## src/hw/bcd_adder_defines.svh

```systemverilog
// Purpose: constants for the decimal adder datapath
// Assumes: 16-bit controller words, 4-bit decimal digits
// Notes: operation codes are three-digit decimal codes held as hex digits
`ifndef BCD_ADDER_DEFINES_SVH
`define BCD_ADDER_DEFINES_SVH
`define OPC_ADD_SINGLE 12'h404
`define OPC_ADD_DOUBLE 12'h405
`define OPC_ADD_SINGLE_CI 12'h406
`define OPC_ADD_DOUBLE_CI 12'h407
`define OPC_CARRY_CLEAR 12'h041
`define OPC_W 12
`define WORD_W 16
`define DIGIT_W 4
`define DIGIT_MAX 4'h9
`define DIGIT_FIX 4'h6
`define FLAG_RESET 1'b0
`endif

```

## src/hw/bcd_adder_pkg.sv

```systemverilog
// Purpose: types for the decimal adder datapath
// Assumes: defines header on the include path
// Notes: none
`include "bcd_adder_defines.svh"
package bcd_adder_pkg;
  typedef logic [`OPC_W-1:0] opcode_type;
  typedef logic [`WORD_W-1:0] word_type;
  typedef enum logic [1:0] {
    ST_IDLE = 2'b00,
    ST_CALC = 2'b01,
    ST_DONE = 2'b10
  } state_type;
endpackage

```

## src/hw/bcd_adder_unit.sv

```systemverilog
// Purpose: decimal add unit for the controller instruction sequencer
// Assumes: sequencer supplies operands and writes the result words back
// Notes: one-cycle request, answer two edges later
`timescale 1ns/1ps
`include "bcd_adder_defines.svh"
// Summary of operation
// (RULE1) Code 404 adds two 4-digit decimal words
// (RULE2) Code 405 adds two 8-digit double words
// (RULE3) Code 406 adds single words plus carry
// (RULE4) Code 407 adds double words plus carry
// (RULE5) Single: error when either word has bad digit
// (RULE6) Double: error when any nibble is bad
// (RULE7) Zero flag set when written sum is zero
// (RULE8) Carry flag set on decimal overflow
// (RULE9) Low digits first word, high digits next
// (RULE10) Code 041 clears the carry flag
// (RULE11) Sequencer requests only when condition true
// (RULE12) Error leaves destination, zero and carry flags unchanged
// (RULE13) Digit sums above nine get six added
module bcd_adder_unit #(
  parameter int DIGITS_SINGLE = 4,
  parameter int DIGITS_DOUBLE = 8
) (
  input wire logic core_clk,
  input wire logic arst_n,
  input wire logic op_valid,
  input wire bcd_adder_pkg::opcode_type op_code,
  input wire bcd_adder_pkg::word_type first_summand_lo,
  input wire bcd_adder_pkg::word_type first_summand_hi,
  input wire bcd_adder_pkg::word_type second_summand_lo,
  input wire bcd_adder_pkg::word_type second_summand_hi,
  output logic busy,
  output logic done,
  output logic result_write,
  output logic result_double,
  output bcd_adder_pkg::word_type result_lo,
  output bcd_adder_pkg::word_type result_hi,
  output logic invalid_digit_flag,
  output logic zero_result_flag,
  output logic carry_flag
);
  import bcd_adder_pkg::*;

  localparam int WIDE = DIGITS_DOUBLE * `DIGIT_W;
  localparam int NARROW = DIGITS_SINGLE * `DIGIT_W;

  function automatic logic has_bad_digit(input logic [WIDE-1:0] v, input int digits);
    logic bad;
    bad = 1'b0;
    for (int i = 0; i < DIGITS_DOUBLE; i++) begin
      if (i < digits && v[i*`DIGIT_W +: `DIGIT_W] > `DIGIT_MAX) begin
        bad = 1'b1;
      end
    end
    return bad;
  endfunction

  function automatic logic is_add(input opcode_type c);
    return c == `OPC_ADD_SINGLE || c == `OPC_ADD_DOUBLE || c == `OPC_ADD_SINGLE_CI || c == `OPC_ADD_DOUBLE_CI;
  endfunction

  function automatic logic is_double(input opcode_type c);
    return c == `OPC_ADD_DOUBLE || c == `OPC_ADD_DOUBLE_CI;
  endfunction

  function automatic logic uses_carry_in(input opcode_type c);
    return c == `OPC_ADD_SINGLE_CI || c == `OPC_ADD_DOUBLE_CI;
  endfunction

  function automatic logic is_carry_clear(input opcode_type c);
    return c == `OPC_CARRY_CLEAR;
  endfunction

  state_type state_r;
  logic [WIDE-1:0] a_r;
  logic [WIDE-1:0] b_r;
  logic double_r;
  logic use_carry_r;
  logic [WIDE-1:0] sum;
  logic [DIGITS_DOUBLE:0] chain;
  logic [WIDE-1:0] sum_masked;
  logic carry_nxt;
  logic bad_nxt;

  // Operand capture; the request only arrives under a true condition
  always_ff @(posedge core_clk or negedge arst_n) begin
    if (!arst_n) begin
      a_r <= '0;
      b_r <= '0;
      double_r <= `FLAG_RESET;
      use_carry_r <= `FLAG_RESET;
    end else if (state_r == ST_IDLE && op_valid && is_add(op_code)) begin // see (RULE11)
      double_r <= is_double(op_code); // see (RULE2) see (RULE4)
      use_carry_r <= uses_carry_in(op_code); // see (RULE3) see (RULE4)
      if (is_double(op_code)) begin
        a_r <= {first_summand_hi, first_summand_lo};
        b_r <= {second_summand_hi, second_summand_lo};
      end else begin
        a_r <= {{(WIDE-NARROW){1'b0}}, first_summand_lo};
        b_r <= {{(WIDE-NARROW){1'b0}}, second_summand_lo};
      end
    end
  end

  a_operand_hold: assert property (@(posedge core_clk) disable iff (!arst_n) // see (RULE2)
    state_r != ST_IDLE
    |=> $stable(a_r) && $stable(b_r))
    else $error("operands changed during add");

  a_unknown_ignored: assert property (@(posedge core_clk) disable iff (!arst_n) // see (RULE1)
    (state_r == ST_IDLE && op_valid && !is_add(op_code))
    |=> state_r == ST_IDLE)
    else $error("unknown code started an add");

  bcd_digit_chain #(
    .DIGITS(DIGITS_DOUBLE)
  ) bcd_digit_chain_i (
    .first_summand(a_r),
    .second_summand(b_r),
    .carry_in(use_carry_r & carry_flag), // see (RULE3) see (RULE4)
    .sum(sum),
    .carry_chain(chain)
  );

  a_carry_in_used: assert property (@(posedge core_clk) disable iff (!arst_n) // see (RULE4)
    (state_r == ST_CALC && use_carry_r && carry_flag)
    |-> chain[0])
    else $error("carry flag not used as carry in");

  // Overflow taken at the digit width of the operation
  always_comb begin
    bad_nxt = double_r ? has_bad_digit(a_r, DIGITS_DOUBLE) | has_bad_digit(b_r, DIGITS_DOUBLE) // see (RULE6)
                       : has_bad_digit(a_r, DIGITS_SINGLE) | has_bad_digit(b_r, DIGITS_SINGLE); // see (RULE5)
    carry_nxt = double_r ? chain[DIGITS_DOUBLE] : chain[DIGITS_SINGLE]; // see (RULE8)
    sum_masked = double_r ? sum : {{(WIDE-NARROW){1'b0}}, sum[NARROW-1:0]}; // see (RULE1)
  end

  a_single_addend_error: assert property (@(posedge core_clk) disable iff (!arst_n) // see (RULE5)
    (state_r == ST_CALC && !double_r && b_r[`DIGIT_W-1:0] > `DIGIT_MAX)
    |=> invalid_digit_flag)
    else $error("bad addend digit missed");

  a_double_augend_error: assert property (@(posedge core_clk) disable iff (!arst_n) // see (RULE6)
    (state_r == ST_CALC && double_r && a_r[WIDE-1 -: `DIGIT_W] > `DIGIT_MAX)
    |=> invalid_digit_flag)
    else $error("high augend bad digit missed");

  // Sequencing
  always_ff @(posedge core_clk or negedge arst_n) begin
    if (!arst_n) begin
      state_r <= ST_IDLE;
    end else begin
      unique case (state_r)
        ST_IDLE: begin
          if (op_valid && is_add(op_code)) begin
            state_r <= ST_CALC;
          end
        end
        ST_CALC: begin
          state_r <= ST_DONE;
        end
        ST_DONE: begin
          state_r <= ST_IDLE;
        end
        default: begin
          state_r <= ST_IDLE;
        end
      endcase
    end
  end

  a_calc_to_done: assert property (@(posedge core_clk) disable iff (!arst_n) // see (RULE1)
    state_r == ST_CALC
    |=> state_r == ST_DONE)
    else $error("add did not finish");

  a_done_pulse: assert property (@(posedge core_clk) disable iff (!arst_n) // see (RULE1)
    done
    |=> !done)
    else $error("done longer than one cycle");

  always_ff @(posedge core_clk or negedge arst_n) begin
    if (!arst_n) begin
      busy <= `FLAG_RESET;
    end else begin
      busy <= (state_r == ST_IDLE && op_valid && is_add(op_code)) || state_r == ST_CALC;
    end
  end

  // Result words and write strobe
  always_ff @(posedge core_clk or negedge arst_n) begin
    if (!arst_n) begin
      done <= `FLAG_RESET;
      result_write <= `FLAG_RESET;
      result_double <= `FLAG_RESET;
      result_lo <= '0;
      result_hi <= '0;
    end else begin
      done <= state_r == ST_CALC;
      result_write <= state_r == ST_CALC && !bad_nxt; // see (RULE12)
      if (state_r == ST_CALC) begin
        result_double <= double_r;
        if (!bad_nxt) begin // see (RULE12)
          result_lo <= sum_masked[`WORD_W-1:0]; // see (RULE9)
          result_hi <= sum_masked[WIDE-1:`WORD_W]; // see (RULE9)
        end
      end
    end
  end

  a_double_write: assert property (@(posedge core_clk) disable iff (!arst_n) // see (RULE9)
    (state_r == ST_CALC && double_r && !bad_nxt)
    |=> result_write && result_double)
    else $error("double result not written as two words");

  a_write_pulse: assert property (@(posedge core_clk) disable iff (!arst_n) // see (RULE12)
    result_write
    |=> !result_write)
    else $error("write strobe longer than one cycle");

  a_write_with_done: assert property (@(posedge core_clk) disable iff (!arst_n) // see (RULE12)
    result_write
    |-> done)
    else $error("write strobe without done");

  a_result_hold: assert property (@(posedge core_clk) disable iff (!arst_n) // see (RULE12)
    !(state_r == ST_CALC && !bad_nxt)
    |=> $stable(result_lo) && $stable(result_hi))
    else $error("result words changed without a valid add");

  always_ff @(posedge core_clk or negedge arst_n) begin
    if (!arst_n) begin
      invalid_digit_flag <= `FLAG_RESET;
    end else if (state_r == ST_CALC) begin
      invalid_digit_flag <= bad_nxt; // see (RULE5) see (RULE6)
    end
  end

  a_valid_clears: assert property (@(posedge core_clk) disable iff (!arst_n) // see (RULE6)
    (state_r == ST_CALC && !bad_nxt)
    |=> !invalid_digit_flag)
    else $error("error flag kept after valid add");

  a_flag_hold: assert property (@(posedge core_clk) disable iff (!arst_n) // see (RULE5)
    state_r != ST_CALC
    |=> $stable(invalid_digit_flag))
    else $error("error flag changed outside an add");

  always_ff @(posedge core_clk or negedge arst_n) begin
    if (!arst_n) begin
      zero_result_flag <= `FLAG_RESET;
    end else if (state_r == ST_CALC && !bad_nxt) begin // see (RULE12)
      zero_result_flag <= sum_masked == '0; // see (RULE7)
    end
  end

  a_zero_hold: assert property (@(posedge core_clk) disable iff (!arst_n) // see (RULE7)
    state_r != ST_CALC
    |=> $stable(zero_result_flag))
    else $error("zero flag changed outside an add");

  always_ff @(posedge core_clk or negedge arst_n) begin
    if (!arst_n) begin
      carry_flag <= `FLAG_RESET;
    end else if (state_r == ST_IDLE && op_valid && is_carry_clear(op_code)) begin
      carry_flag <= `FLAG_RESET; // see (RULE10)
    end else if (state_r == ST_CALC && !bad_nxt) begin
      carry_flag <= carry_nxt; // see (RULE8)
    end
  end

  a_clear_no_busy: assert property (@(posedge core_clk) disable iff (!arst_n) // see (RULE10)
    (state_r == ST_IDLE && op_valid && is_carry_clear(op_code))
    |=> !busy)
    else $error("carry clear started an add");

  a_carry_hold: assert property (@(posedge core_clk) disable iff (!arst_n) // see (RULE8)
    (state_r != ST_CALC && !(state_r == ST_IDLE && op_valid && is_carry_clear(op_code)))
    |=> $stable(carry_flag))
    else $error("carry flag changed without cause");

  a_carry_clear: assert property (@(posedge core_clk) disable iff (!arst_n) // see (RULE10)
    (state_r == ST_IDLE && op_valid && op_code == `OPC_CARRY_CLEAR) |=> !carry_flag)
    else $error("carry not cleared");
  a_error_hold: assert property (@(posedge core_clk) disable iff (!arst_n) // see (RULE12)
    (state_r == ST_CALC && bad_nxt) |=> (!result_write && invalid_digit_flag && $stable(carry_flag)))
    else $error("error case wrote result");
  a_add_latency: assert property (@(posedge core_clk) disable iff (!arst_n) // see (RULE1)
    (state_r == ST_IDLE && op_valid && is_add(op_code)) |=> busy ##1 done)
    else $error("add answer late");
  a_zero_match: assert property (@(posedge core_clk) disable iff (!arst_n) // see (RULE7)
    result_write |-> zero_result_flag == (result_lo == '0 && result_hi == '0))
    else $error("zero flag mismatch");
  a_single_high: assert property (@(posedge core_clk) disable iff (!arst_n) // see (RULE9)
    (result_write && !result_double) |-> result_hi == '0)
    else $error("single add wrote high word");
  a_digit_valid: assert property (@(posedge core_clk) disable iff (!arst_n) // see (RULE13)
    result_write |-> !has_bad_digit({result_hi, result_lo}, DIGITS_DOUBLE))
    else $error("result digit above nine");
  a_single_error: assert property (@(posedge core_clk) disable iff (!arst_n) // see (RULE5)
    (state_r == ST_CALC && !double_r && a_r[`DIGIT_W-1:0] > `DIGIT_MAX) |=> invalid_digit_flag)
    else $error("bad digit missed");
  a_double_error: assert property (@(posedge core_clk) disable iff (!arst_n) // see (RULE6)
    (state_r == ST_CALC && double_r && b_r[WIDE-1 -: `DIGIT_W] > `DIGIT_MAX) |=> invalid_digit_flag)
    else $error("high bad digit missed");
  a_carry_in: assert property (@(posedge core_clk) disable iff (!arst_n) // see (RULE3)
    (state_r == ST_CALC && !use_carry_r) |-> !chain[0])
    else $error("carry leaked into plain add");
endmodule

```

## src/hw/bcd_digit_chain.sv

```systemverilog
// Purpose: ripple chain of decimal digit adders
// Assumes: operands already checked for valid digits
// Notes: purely combinational
`timescale 1ns/1ps
`include "bcd_adder_defines.svh"
module bcd_digit_chain #(
  parameter int DIGITS = 8
) (
  input wire logic [DIGITS*`DIGIT_W-1:0] first_summand,
  input wire logic [DIGITS*`DIGIT_W-1:0] second_summand,
  input wire logic carry_in,
  output logic [DIGITS*`DIGIT_W-1:0] sum,
  output logic [DIGITS:0] carry_chain
);
  assign carry_chain[0] = carry_in;
  genvar g;
  generate
    for (g = 0; g < DIGITS; g++) begin : g_digit
      logic [`DIGIT_W:0] raw;
      logic over;
      assign raw = {1'b0, first_summand[g*`DIGIT_W +: `DIGIT_W]}
                 + {1'b0, second_summand[g*`DIGIT_W +: `DIGIT_W]}
                 + {{`DIGIT_W{1'b0}}, carry_chain[g]};
      // Sum above nine takes the decimal correction
      assign over = raw > {1'b0, `DIGIT_MAX}; // see (RULE13)
      assign sum[g*`DIGIT_W +: `DIGIT_W] = over ? raw[`DIGIT_W-1:0] + `DIGIT_FIX : raw[`DIGIT_W-1:0];
      assign carry_chain[g+1] = over; // see (RULE13)
    end
  endgenerate
endmodule

```

## config.mk

```make
export PLATFORM = sky130hd
export DESIGN_NAME = bcd_adder_unit
export DESIGN_NICKNAME = d
export VERILOG_FILES = /design/src/hw/bcd_adder_pkg.sv /design/src/hw/bcd_adder_unit.sv /design/src/hw/bcd_digit_chain.sv
export VERILOG_INCLUDE_DIRS = /design/src /design/src/hw
export SDC_FILE = /design/constraint.sdc
export NUM_CORES = 1
export LEC_CHECK = 0
export ABC_AREA = 1
export BUFFER_PORTS_ARGS = -buffer_cell sky130_fd_sc_hd__buf_2
export CELL_PAD_IN_SITES_DETAIL_PLACEMENT = 1
export CELL_PAD_IN_SITES_GLOBAL_PLACEMENT = 2
export CORE_AREA = 2 2 209 108
export CTS_BUF_LIST = sky130_fd_sc_hd__clkbuf_8
export DETAILED_ROUTE_END_ITERATION = 8
export DIE_AREA = 0 0 211 110
export PLACE_DENSITY_LB_ADDON = 0.15
export SKIP_CTS_REPAIR_TIMING = 1
export SLEW_MARGIN = 5
export SYNTH_ARGS = -nofsm -noshare
export SYNTH_HDL_FRONTEND = slang
export SYNTH_HIERARCHICAL = 1
export SYNTH_SLANG_ARGS = --single-unit
```

## constraint.sdc

```tcl
create_clock -name core_clk -period 14.9 [get_ports core_clk]
set_input_delay 2.98 -clock core_clk [delete_from_list [all_inputs] [get_ports core_clk]]
set_output_delay 2.98 -clock core_clk [all_outputs]
set_load 0.01 [all_outputs]
```

==> qor.yml <==
worst_setup_path:
  reg2regPathDepth: 86
  crit_path_frequent_cell: "fa_2"
  slowest_stage: "fa_2"
  worst-setup-path-type: "register to register"
  crit_fanout: 5
  slowest_delay_ns: 0.63
  reg2reg_from: "use_carry_r"
  crit_arrival_ns: 14.63
  required_ns: 15.25
  r2r-end: "zero_result_flag"
  cp-end-kind: "register"
  critPathLaunchType: "register"
  reg2reg_slack_ns: 0.61
timing:
  slew_viol_final: 0
  setup_viol: 0
  setup_slack_ns: 0.613
  fin_crit_ns: 14.29
  worst_hold_slack_ns: 0.495
  fin_crit_sh_pct: 95.9
  slew_headroom_pct: 32.1
  hold_viol_final: 0
  tightest_slew_ns: 1.02
  fmax_ghz: 0.0700
  finalClockSkew_ns: 0.0106
place:
  dpl_cell_area_um2: 7730
  preCtsSetupSlack_ns: -0.123
  hpwlAfterDp_um: 16600
  routabilityCongestion: 0.833
  placedCellCount: 1297
  numPortBuffers: 117
pwr:
  p_leak_nw: 4.69
  power_density_nw_per_um2: 69.1
  max-vdd-ir-drop_mv: 0.0377
min_path:
  hold_class: "register to register"
  hold_start: "result_hi[14]"
  min_to: "result_hi[14]"
  whs_path_depth: 2
layout:
  fin_util_pct: 38.6
  layout_commonest_cell: "nand2_1"
  final.fill_count: 2683
  drive_above_1_share_pct: 25.9
  nets: 1184
  syn_to_final_growth_pct: 19.2
  stdcell_area_um2: 8230
  final_cell_mix: "319 x nand2_1, 116 x buf_2, 115 x nand3_1"
  final_cells: 1336
grt:
  grt_first_pass_wirelength_um: 33800
  antenna_found_initial: 0
  grt_max_degree: 73
  grt_pass1_vias: 6164
  grt_overflow: 0
  grt_use_total_pct: 19.1
route:
  post_drt_wl_per_cell_um: 16.0
  first_pass_iters: 4
  drcViolationCount: 0
  wl_um: 21400
  ant_nets: 0
  via_count: 6235
  viasPerCell: 4.67
  drt_iter0_drc: 206
yosys:
  syn-cell-area_um2: 6900
  syn_avg_cell_area_um2: 7.49
  synth_cells: 922
  synthesis.nets: 1056
  ys_warn_count: 6
die:
  ioPinCount: 118
  dieArea_um2: 23200
  floorplan.rows: 38
  die_width_um: 211
  start_util_pct: 32.3
  core_area_um2: 21300
  die_y_um: 110
cts:
  cts_made_buffers: 9
  h-tree-depth: 3
  clk_path_buf_depth: 2
  clock_latency_ns: 0.42
  cts_tree: "built"
  cts.sinks: 107
  clkTransAtPathRegs_ns: 0.12
  cts-root-buf: "clkbuf_8"
run:
  maxCapViolCount: 0
outcome:
  status: "complete, no violations"
-- through the flow --
stage	total power, W	setup TNS [ns]
2_1_floorplan	0.000351	0
3_3_place_gp	0.000384	0
3_5_place_dp	0.000384	-0.123
4_1_cts	0.000574	-0.177
5_1_grt	0.000604	-0.0911
6_report	0.000569	0
-- layout make-up --
| cell class | instances | area, um2 | share of cell area [%] |
|---|---|---|---|
| Antenna cell | 1 | 2.50 | 0.0304 |
| Tap cell | 280 | 350 | 4.26 |
| Multi-Input combinational cell | 679 | 3820 | 46.4 |
| Inverter | 109 | 409 | 4.97 |
| Sequential cell | 107 | 2680 | 32.5 |
| Clock inverter | 6 | 47.5 | 0.578 |
| Clock buffer | 10 | 138 | 1.67 |
| Timing Repair Buffer | 144 | 791 | 9.61 |
-- power breakdown --
part / internal (W) / total [W] / leakage, nW / switching [W]
Sequential: 0.000293 / 0.000295 / 1.47 / 0.00000265
Combinational: 0.0000351 / 0.0000904 / 3.13 / 0.0000554
Clock: 0.0000672 / 0.000183 / 0.0937 / 0.000116
-- routing by layer --
metal	routed length, um	global-route usage (%)
met1	12500	31.2
met2	8130	25.1
met3	673	3.97
met4	148	3.32
met5	0	0
-- sequential cells by signal, summed over array words and instances, names as in the netlist --
| register | count |
|---|---|
| result_hi | 16 |
| use_carry_r | 1 |
| done | 1 |
| a_r | 32 |
| result_double | 1 |
| state_r | 2 |
| invalid_digit_flag | 1 |
| result_write | 1 |
| b_r | 32 |
| busy | 1 |
| carry_flag | 1 |
| zero_result_flag | 1 |
| result_lo | 16 |
| double_r | 1 |
-- worst max-delay path by stage --
stage | start | end | slack (ns)
final | use_carry_r | zero_result_flag | 0.61
after detailed placement | carry_flag | zero_result_flag | -0.12
after CTS | carry_flag | zero_result_flag | -0.18
after global routing | use_carry_r | zero_result_flag | -0.09
after global placement | carry_flag | zero_result_flag | 0.31
after floorplan | carry_flag | zero_result_flag | 1.46
-- worst max-delay path, delay by kind of cell, from the launching register on --
kind                     cells  cell delay [ns]
AO/OA/AOI/OAI               15             1.46
adder cells (fa/ha/maj)     24             8.66
flip-flops                   1             0.40
buffers and inverters       17             1.05
AND/OR/NAND/NOR             30             2.59
Power figures use the tool's default switching activity.
